**src/design/stw_pkg.sv**
```systemverilog
// shared constants and types of the supply threshold wake logic
package stw_pkg;
  // wishbone geometry
  localparam int unsigned STW_AW = 4;
  localparam int unsigned STW_DW = 32;
  // register byte offsets
  localparam logic [3:0] STW_OFF_STATUS = 4'h0; // supply_status_reg
  localparam logic [3:0] STW_OFF_DETECT = 4'h4; // supply_detect_ctrl_reg
  localparam logic [3:0] STW_OFF_IRQ    = 4'h8; // threshold_irq_reg
  localparam logic [3:0] STW_OFF_CLOCK  = 4'hC; // system_clock_ctrl_reg
  // field positions
  localparam int unsigned STW_B_ABOVE    = 0; // status: above_threshold_status
  localparam int unsigned STW_B_DET_EN   = 0; // detect: detector_enable
  localparam int unsigned STW_B_IRQ_EN   = 0; // irq: detect_irq_enable
  localparam int unsigned STW_B_EXIT_EN  = 1; // irq: stop_exit_enable
  localparam int unsigned STW_B_CROSS    = 2; // irq: crossing_flag
  localparam int unsigned STW_B_PEND     = 3; // irq: request pending (read only)
  localparam int unsigned STW_B_STOP_REQ = 0; // clock: stop_request
  localparam int unsigned STW_B_IN_WAIT  = 1; // clock: wait mode (read only)
  // reset values
  localparam logic STW_RST_DET_EN  = 1'b0;
  localparam logic STW_RST_IRQ_EN  = 1'b0;
  localparam logic STW_RST_EXIT_EN = 1'b0;
  localparam logic STW_RST_CROSS   = 1'b0;
  localparam logic [31:0] STW_RD_ZERO = 32'h0000_0000;

  // software control bits that travel together
  typedef struct packed {
    logic detector_enable;
    logic detect_irq_enable;
    logic stop_exit_enable;
  } stw_ctrl_t;

  // core power mode
  typedef enum logic [1:0] {
    STW_RUN,
    STW_STOP,
    STW_WAIT
  } stw_mode_t;
endpackage

```
**src/design/stw_sync2.sv**
```systemverilog
// two flip-flop synchroniser for the comparator level
`timescale 1ns/1ps
module stw_sync2 (
  input  wire logic clk_i,
  input  wire logic rst_i,
  input  wire logic async_i,
  output logic      sync_o
);
  logic meta_ff;
  logic nxt_meta;
  logic sync_ff;
  logic nxt_sync;

  // second stage only reads the first
  always_comb begin
    nxt_meta = async_i;
    nxt_sync = meta_ff;
  end

  // register both stages
  always_ff @(posedge clk_i) begin
    if (rst_i) begin
      meta_ff <= 1'b0;
      sync_ff <= 1'b0;
    end else begin
      meta_ff <= nxt_meta;
      sync_ff <= nxt_sync;
    end
  end

  assign sync_o = sync_ff;
endmodule // stw_sync2

```
**src/design/stw_wake.sv**
```systemverilog
// supply threshold detection interrupt and low-power wake control
// Summary of operation
// - In stop with the exit enable armed, supply above threshold raises the irq at once.
// - That stop wake needs detector, above status, irq enable, stop request and exit arming all at 1.
// - A wait instruction with detector, above status and irq enable at 1 wakes at once.
// - Stop requested above threshold with wake armed is left straight away.
// - Low power entered below threshold holds until the supply rises and the irq wakes.
// - Each crossing sets the flag, and outside stop only a 0-to-1 flag change or a wait wake raises irq.
// - Writing 0 to the crossing flag clears it and writing 1 leaves it alone.
`timescale 1ns/1ps
module stw_wake
  import stw_pkg::*;
(
  input  wire logic                     clk_i,
  input  wire logic                     rst_i,
  // wishbone classic slave
  input  wire logic                     wb_cyc_i,
  input  wire logic                     wb_stb_i,
  input  wire logic                     wb_we_i,
  input  wire logic [stw_pkg::STW_AW-1:0] wb_adr_i,
  input  wire logic [3:0]               wb_sel_i,
  input  wire logic [stw_pkg::STW_DW-1:0] wb_dat_i,
  output logic      [stw_pkg::STW_DW-1:0] wb_dat_o,
  output logic                          wb_ack_o,
  // analog comparator, asynchronous
  input  wire logic                     cmp_above_i,
  // core side
  input  wire logic                     wait_exec_i,
  input  wire logic                     irq_ack_i,
  output logic                          detect_irq_o,
  output logic                          stop_mode_o,
  output logic                          wait_mode_o
);
  import stw_pkg::*;

  logic      cmp_sync;
  stw_ctrl_t ctrl_ff;
  stw_ctrl_t nxt_ctrl;
  logic      armed_ff;
  logic      nxt_armed;
  logic      cross_ff;
  logic      nxt_cross;
  logic      prev_above_ff;
  logic      nxt_prev_above;
  logic      pend_ff;
  logic      nxt_pend;
  stw_mode_t mode_ff;
  stw_mode_t nxt_mode;
  logic      ack_ff;
  logic      nxt_ack;
  logic [STW_DW-1:0] dat_ff;
  logic [STW_DW-1:0] nxt_dat;
  logic      above;
  logic      req;
  logic      wr_lane;
  logic      wr_detect;
  logic      wr_irq;
  logic      wr_clock;
  logic      cross_evt;
  logic      stop_case;
  logic      wait_case;
  logic      edge_irq;

  // decode one register hit for a taken access
  function automatic logic hit(input logic [STW_AW-1:0] adr, input logic [3:0] off);
    hit = (adr == off);
  endfunction

  stw_sync2 u_sync (
    .clk_i   (clk_i),
    .rst_i   (rst_i),
    .async_i (cmp_above_i),
    .sync_o  (cmp_sync)
  );

  // status and event terms
  always_comb begin
    above     = ctrl_ff.detector_enable ? cmp_sync : 1'b1; // reads 1 when detector off
    req       = wb_cyc_i & wb_stb_i & ~ack_ff;
    wr_lane   = req & wb_we_i & wb_sel_i[0];
    wr_detect = wr_lane & hit(wb_adr_i, STW_OFF_DETECT);
    wr_irq    = wr_lane & hit(wb_adr_i, STW_OFF_IRQ);
    wr_clock  = wr_lane & hit(wb_adr_i, STW_OFF_CLOCK);
    // last cycle's level is the reference, so each crossing is a one-cycle pulse
    cross_evt = ctrl_ff.detector_enable & (cmp_sync != prev_above_ff);
    stop_case = (mode_ff == STW_STOP) & armed_ff & ctrl_ff.detector_enable
              & above & ctrl_ff.detect_irq_enable;
    wait_case = (mode_ff == STW_RUN) & wait_exec_i & ctrl_ff.detector_enable
              & above & ctrl_ff.detect_irq_enable;
    edge_irq  = cross_evt & ~cross_ff & ctrl_ff.detect_irq_enable;
  end

  // control bits, exit arming, crossing flag and request
  always_comb begin
    nxt_ctrl       = ctrl_ff;
    nxt_armed      = armed_ff;
    nxt_prev_above = cmp_sync;
    if (wr_detect) begin
      nxt_ctrl.detector_enable = wb_dat_i[STW_B_DET_EN];
    end
    if (wr_irq) begin
      nxt_ctrl.detect_irq_enable = wb_dat_i[STW_B_IRQ_EN];
      nxt_ctrl.stop_exit_enable  = wb_dat_i[STW_B_EXIT_EN];
      if (wb_dat_i[STW_B_EXIT_EN] & ~ctrl_ff.stop_exit_enable) begin
        nxt_armed = 1'b1;
      end
    end
    // every wake disarms; the bit itself stays set until software rewrites it
    if ((mode_ff != STW_RUN) && (nxt_mode == STW_RUN)) begin
      nxt_armed = 1'b0;
    end
    // set wins over software clear; disabling the detector clears
    if (!ctrl_ff.detector_enable) begin
      nxt_cross = 1'b0;
    end else if (cross_evt) begin
      nxt_cross = 1'b1;
    end else if (wr_irq && !wb_dat_i[STW_B_CROSS]) begin
      nxt_cross = 1'b0;
    end else begin
      nxt_cross = cross_ff;
    end
    // request stays until acknowledged; a new cause wins over the ack
    if (stop_case || wait_case || edge_irq) begin
      nxt_pend = 1'b1;
    end else if (irq_ack_i) begin
      nxt_pend = 1'b0;
    end else begin
      nxt_pend = pend_ff;
    end
  end

  // power mode sequencing
  // stop exit needs the arming as well, wait exit only the pending request
  always_comb begin
    nxt_mode = mode_ff;
    case (mode_ff)
      STW_RUN: begin
        if (wr_clock && wb_dat_i[STW_B_STOP_REQ]) begin
          nxt_mode = STW_STOP;
        end else if (wait_exec_i) begin
          nxt_mode = STW_WAIT;
        end
      end
      STW_STOP: begin
        if (pend_ff && armed_ff) begin
          nxt_mode = STW_RUN;
        end
      end
      STW_WAIT: begin
        if (pend_ff) begin
          nxt_mode = STW_RUN;
        end
      end
      default: begin
        nxt_mode = STW_RUN;
      end
    endcase
  end

  // wishbone answer, registered: ack and read data one cycle after the strobe
  always_comb begin
    nxt_ack = req;
    nxt_dat = STW_RD_ZERO;
    if (req && !wb_we_i) begin
      case (wb_adr_i)
        STW_OFF_STATUS: nxt_dat[STW_B_ABOVE] = above;
        STW_OFF_DETECT: nxt_dat[STW_B_DET_EN] = ctrl_ff.detector_enable;
        STW_OFF_IRQ: begin
          nxt_dat[STW_B_IRQ_EN]  = ctrl_ff.detect_irq_enable;
          nxt_dat[STW_B_EXIT_EN] = ctrl_ff.stop_exit_enable;
          nxt_dat[STW_B_CROSS]   = cross_ff;
          nxt_dat[STW_B_PEND]    = pend_ff;
        end
        STW_OFF_CLOCK: begin
          nxt_dat[STW_B_STOP_REQ] = (mode_ff == STW_STOP);
          nxt_dat[STW_B_IN_WAIT]  = (mode_ff == STW_WAIT);
        end
        default: nxt_dat = STW_RD_ZERO;
      endcase
    end
  end

  // register all state except the pin flags
  always_ff @(posedge clk_i) begin
    if (rst_i) begin
      ctrl_ff       <= '{STW_RST_DET_EN, STW_RST_IRQ_EN, STW_RST_EXIT_EN};
      armed_ff      <= 1'b0;
      cross_ff      <= STW_RST_CROSS;
      prev_above_ff <= 1'b0;
      pend_ff       <= 1'b0;
      mode_ff       <= STW_RUN;
      ack_ff        <= 1'b0;
      dat_ff        <= STW_RD_ZERO;
    end else begin
      ctrl_ff       <= nxt_ctrl;
      armed_ff      <= nxt_armed;
      cross_ff      <= nxt_cross;
      prev_above_ff <= nxt_prev_above;
      pend_ff       <= nxt_pend;
      mode_ff       <= nxt_mode;
      ack_ff        <= nxt_ack;
      dat_ff        <= nxt_dat;
    end
  end

  // outputs straight from flip-flops
  logic stop_ff;
  logic nxt_stop;
  logic wait_ff;
  logic nxt_wait;

  // pin flags follow the next mode so they line up with mode_ff
  always_comb begin
    nxt_stop = (nxt_mode == STW_STOP);
    nxt_wait = (nxt_mode == STW_WAIT);
  end

  // register the pin flags
  always_ff @(posedge clk_i) begin
    if (rst_i) begin
      stop_ff <= 1'b0;
      wait_ff <= 1'b0;
    end else begin
      stop_ff <= nxt_stop;
      wait_ff <= nxt_wait;
    end
  end

  assign wb_ack_o     = ack_ff;
  assign wb_dat_o     = dat_ff;
  assign detect_irq_o = pend_ff;
  assign stop_mode_o  = stop_ff;
  assign wait_mode_o  = wait_ff;
endmodule // stw_wake

```
**config.mk**
```make
export PLATFORM = sky130hd
export DESIGN_NAME = stw_wake
export DESIGN_NICKNAME = d
export VERILOG_FILES = /design/src/design/stw_pkg.sv /design/src/design/stw_sync2.sv /design/src/design/stw_wake.sv
export SDC_FILE = /design/constraint.sdc
export NUM_CORES = 1
export LEC_CHECK = 0
export BUFFER_PORTS_ARGS = -buffer_cell sky130_fd_sc_hd__buf_2
export CORE_MARGIN = 2
export CORE_UTILIZATION = 34
export DETAILED_ROUTE_END_ITERATION = 8
export PLACE_DENSITY_LB_ADDON = 0.08
export SETUP_SLACK_MARGIN = 0.15
export SLEW_MARGIN = 30
export SYNTH_ARGS = -nofsm -noshare
export SYNTH_HDL_FRONTEND = slang
export SYNTH_SLANG_ARGS = --single-unit
```
**constraint.sdc**
```tcl
create_clock -name clk_i -period 1.3 [get_ports clk_i]
set_input_delay 0.13 -clock clk_i [delete_from_list [all_inputs] [get_ports clk_i]]
set_output_delay 0.13 -clock clk_i [all_outputs]
set_load 0.05 [all_outputs]
```
==> impl.org <==
** Critical path
- STA puts the critical path data required time at about 1.5 ns.
- The worst setup path is captured at a register.
- The startpoint identified for the worst register-to-register timing path is wb_ack_o.
- STA puts the critical path data arrival time at between 1 and 1.5 ns.
- The slowest stage of the critical path is the sky130_fd_sc_hd__dfxtp_4 cell.
- The worst setup path is launched from a register.
- The signal on the critical path passes through nand3b_1 -> buf_6 -> nor4_4 -> mux2i_1.
- The critical path in this run is classified as register to register.
- Largest fanout on the critical path :: 7
- On the worst path, the slowest cell contributes a delay of between 0.3 and 0.4 ns.
- The critical path starts at wb_ack_o.

** Final layout
- Relative to the synthesized area, the layout overhead comes to 17.4%.
- Max FFs per register :: 4
- The repair_antennas step left the layout with diodes totalling 0.
- The filler cells instantiated in the layout total about 280.
- Share of cells above drive strength 1 :: 0.341
- Net total in the final layout :: about 180

** Global route
- First-pass GRT wire length :: 2.95 mm
- The initial antenna violation count was 0.
- Across every metal layer, demand over resource in global routing totals 0.119.
- The total overflow left after global routing is 0.
- Pin count of the biggest net entering global routing :: 13
- Number of global-route vias before repair :: approximately 650

** Detailed routing
- Detailed routing placed a total of between 100 and 150 um of wire on met3.
- Met2 wire length :: around 950 um
- After detailed routing, no signal wire sits above met4.
- Total routed wire length on the met1 layer :: 778 um
- Summed over all layers, the routed wires come to 1.88 mm.
- 1st-iter DRT viols :: 10
- Routed wire length per instance :: between 10 and 15 um
- Number of remaining DRC errors :: 0
- The detail route stage leaves a number of antenna-violating nets equal to 0.
- The final route contains around 750 vias.
- Iteration count of the initial detailed-routing pass :: 4
- Dividing the detail-routed via count by the number of cells gives around 4.5.

** Power
- Of the total power, combinational logic draws 0.270.
- Internal power comes to between 0.0007 and 0.0008 W.
- The analysis attributes to net switching a power of about 0.00044 W.
- P_leak :: 0.534 nW
- Of the total power, the clock network draws 0.246.
- Power density cells :: between 1000 and 1500 nW/um^2
- Share of power burned in registers :: 0.484
- Of the total power, the share spent switching nets is 0.371.
- Worst IR drop on VDD :: between 0.5 and 0.6 mV

** Floorplan
- Measured along the y axis, the die boundary spans slightly below 60 um.
- Area enclosed by the die boundary :: 3370 um^2
- The initialized floorplan defines 19 standard-cell rows.
- # IOs :: 84
- The floorplan step defined a core boundary enclosing roughly 2800 um^2.
- Starting density of the core :: 0.360
- Die X :: about 58 um

** Synthesis
- Counting every instance in the synthesized netlist gives between 100 and 150.
- Complex-gate fraction of the synthesized area :: 0.105
- Synth warn :: 0
- Count leader, synth :: sky130_fd_sc_hd__buf_4
- Yosys attributes the largest share of cell area to sky130_fd_sc_hd__dfxtp_1 36%, sky130_fd_sc_hd__buf_4 21%, sky130_fd_sc_hd__nand2b_1 5.0%.
- Mux share of post-synthesis cell area :: 0.0517
- Of the total synthesized cell area, the portion taken by AND, OR, NAND and NOR gates is 0.237.
- In this run, synthesis inferred 0 flip-flops with an integrated enable.
- The commonest cells after synthesis are 28 x sky130_fd_sc_hd__buf_4, 18 x sky130_fd_sc_hd__dfxtp_1, 8 x sky130_fd_sc_hd__nand2b_1.
- A synthesized cell averages 9.36 um^2.
- Adder-cell area share of the yosys netlist :: 0
- Fraction of synthesized cell area in xor and xnor cells :: 0.00883
- By area, the combinational part of the netlist is dominated by simple AND/OR/NAND/NOR gates.
- The share of synthesized area in the top cell type comes to 0.363.
- Prevailing post-synth register cell :: sky130_fd_sc_hd__dfxtp_1
- Area of the mapped netlist :: roughly 990 um^2
- Post-synthesis sequential area ratio :: 0.363
- After synthesis the netlist holds a flip-flop and latch count of 18.
- sky130_fd_sc_hd__dfxtp_1 takes more of the synthesized area than any other cell.
- Async SR Flop Fraction :: 0
- Count of different cell masters after synthesis :: 32

** Placed design
- The count of buffers added on input and output ports is 23.
- At the end of routability-driven placement, the weighted congestion stood at 0.788.
- DPL Wire Length :: between 1.5 and 2 mm
- At the placement stage, the worst setup path has a slack of -0.0850 ns.

** Clock network
- The tree is rooted in a sky130_fd_sc_hd__clkbuf_4.
- After clock tree synthesis, the clock-pin slew on the worst setup and hold paths is 0.10 ns.
- Sink count of the clock tree :: 18
- TritonCTS built the clock tree.
- The clock passes through at most 2 buffers.
- TritonCTS created 3 clock buffers.
- For the worst-skew pair, the clock arrives at the later sink with an insertion delay of just under 0.3 ns.
- CTS built an H-tree with a depth of 1.

** Timing
- Setup Total Neg Slack :: 0 ns
- Minimum hold slack :: 0.0264 ns
- Of the available clock period, the critical path in the final layout requires 0.932.
- Final setup violation count :: 0
- Clock Skew :: roughly 0.0098 ns
- Setup repair after global routing could not meet its margin everywhere.
- Subtracting the final worst setup slack from the clock period gives ~1.2 ns.
- Final-report hold violation count :: 0
- Least setup slack across all paths after layout :: between 0.08 and 0.09 ns
- Achievable frequency :: roughly 0.83 GHz
- Max-slew violation count :: 0

** Hold path
- The startpoint identified for the worst hold timing path is irq_ack_i.
- The worst hold path belongs to the class primary input to register.

** Job
- The tool flagged a number of max-cap violations equal to 0.

** Outcome
- Status :: finished clean
[timing repair]
action                     4_1_cts  5_1_grt
pin swaps                        0        3
setup endpoints to repair       11       13
hold endpoints to repair         0        0
hold buffers                     0        0
resized for setup                4        4
buffers inserted                 0        0
[path summary, 6_finish.rpt]
check             depth (start not counted)  slack, ns       endpoint
setup / recovery                          4       0.09     ctrl_ff[2]
setup reg to reg                          4       0.09     ctrl_ff[2]
hold reg to reg                           1       0.45  u_sync.sync_o
hold / removal                            2       0.03   detect_irq_o
[cell usage in the layout (no fill, tap or decap), drive strengths merged, types with 2 or more instances in the layout]
master and n:
nand3b 2, dfxtp 18, mux2i 4, conb 28, buf 28, nand2 3, and2 2, nor2b 4
clkbuf 4, inv 3, o32ai 3, nor4 5, nand3 2, a21oi 2, nand2b 8, o21a 2
nor2 3, or4b 2
[per-stage QoR]
| stage | utilization | std cells | power (W) | instance area (um^2) |
|---|---|---|---|---|
| after floorplan | - | 133 | 0.000900 | 1130 |
| after global placement | 0.400 | 162 | 0.000890 | 1100 |
| after detailed placement | 0.400 | 162 | 0.000892 | 1100 |
| after CTS | 0.415 | 166 | 0.00119 | 1140 |
| after global routing | 0.422 | 166 | 0.00124 | 1160 |
| final | 0.422 | 166 | 0.00118 | 1160 |
[layer usage]
| metal | up-vias | track usage |
|---|---|---|
| met5 | - | 0 |
| met4 | 0 | 0.0299 |
| met3 | 2 | 0.0469 |
| met2 | 32 | 0.193 |
| met1 | 343 | 0.147 |
| li1 | 371 | - |
[logic make-up (layout without fill, tap and decap cells)]
| logic type | count (synthesis) | count (layout) |
|---|---|---|
| buffers and inverters | 33 | 35 |
| XOR/XNOR | 1 | 1 |
| AND/OR/NAND/NOR | 35 | 35 |
| flip-flops | 18 | 18 |
| multiplexers | 5 | 5 |
| other | 1 | 28 |
| AO/OA/AOI/OAI | 13 | 13 |
[cell type report]
cell class                      instances  area [um^2]  share of cell area
Multi-Input combinational cell         82          561               0.481
Timing Repair Buffer                   28          159               0.136
Tap cell                               31         38.8              0.0333
Clock buffer                            4         26.3              0.0226
Inverter                                3         11.3             0.00967
Sequential cell                        18          369               0.317
[worst max-delay path, delay by kind of cell, from the launching register on]
kind / cells / cell delay [ns]
AND/OR/NAND/NOR: 2 / 0.43
multiplexers: 1 / 0.20
buffers and inverters: 1 / 0.16
flip-flops: 1 / 0.35
[power by group through the flow]
stage | Combinational [W] | Sequential [W] | Clock, W
6_report | 0.000318 | 0.000570 | 0.000289
5_1_grt | 0.000335 | 0.000572 | 0.000337
4_1_cts | 0.000312 | 0.000572 | 0.000307
3_5_place_dp | 0.000308 | 0.000585 | 0
3_3_place_gp | 0.000305 | 0.000585 | 0
2_1_floorplan | 0.000299 | 0.000601 | 0
Note: power is estimated with default switching activity, not from simulation.
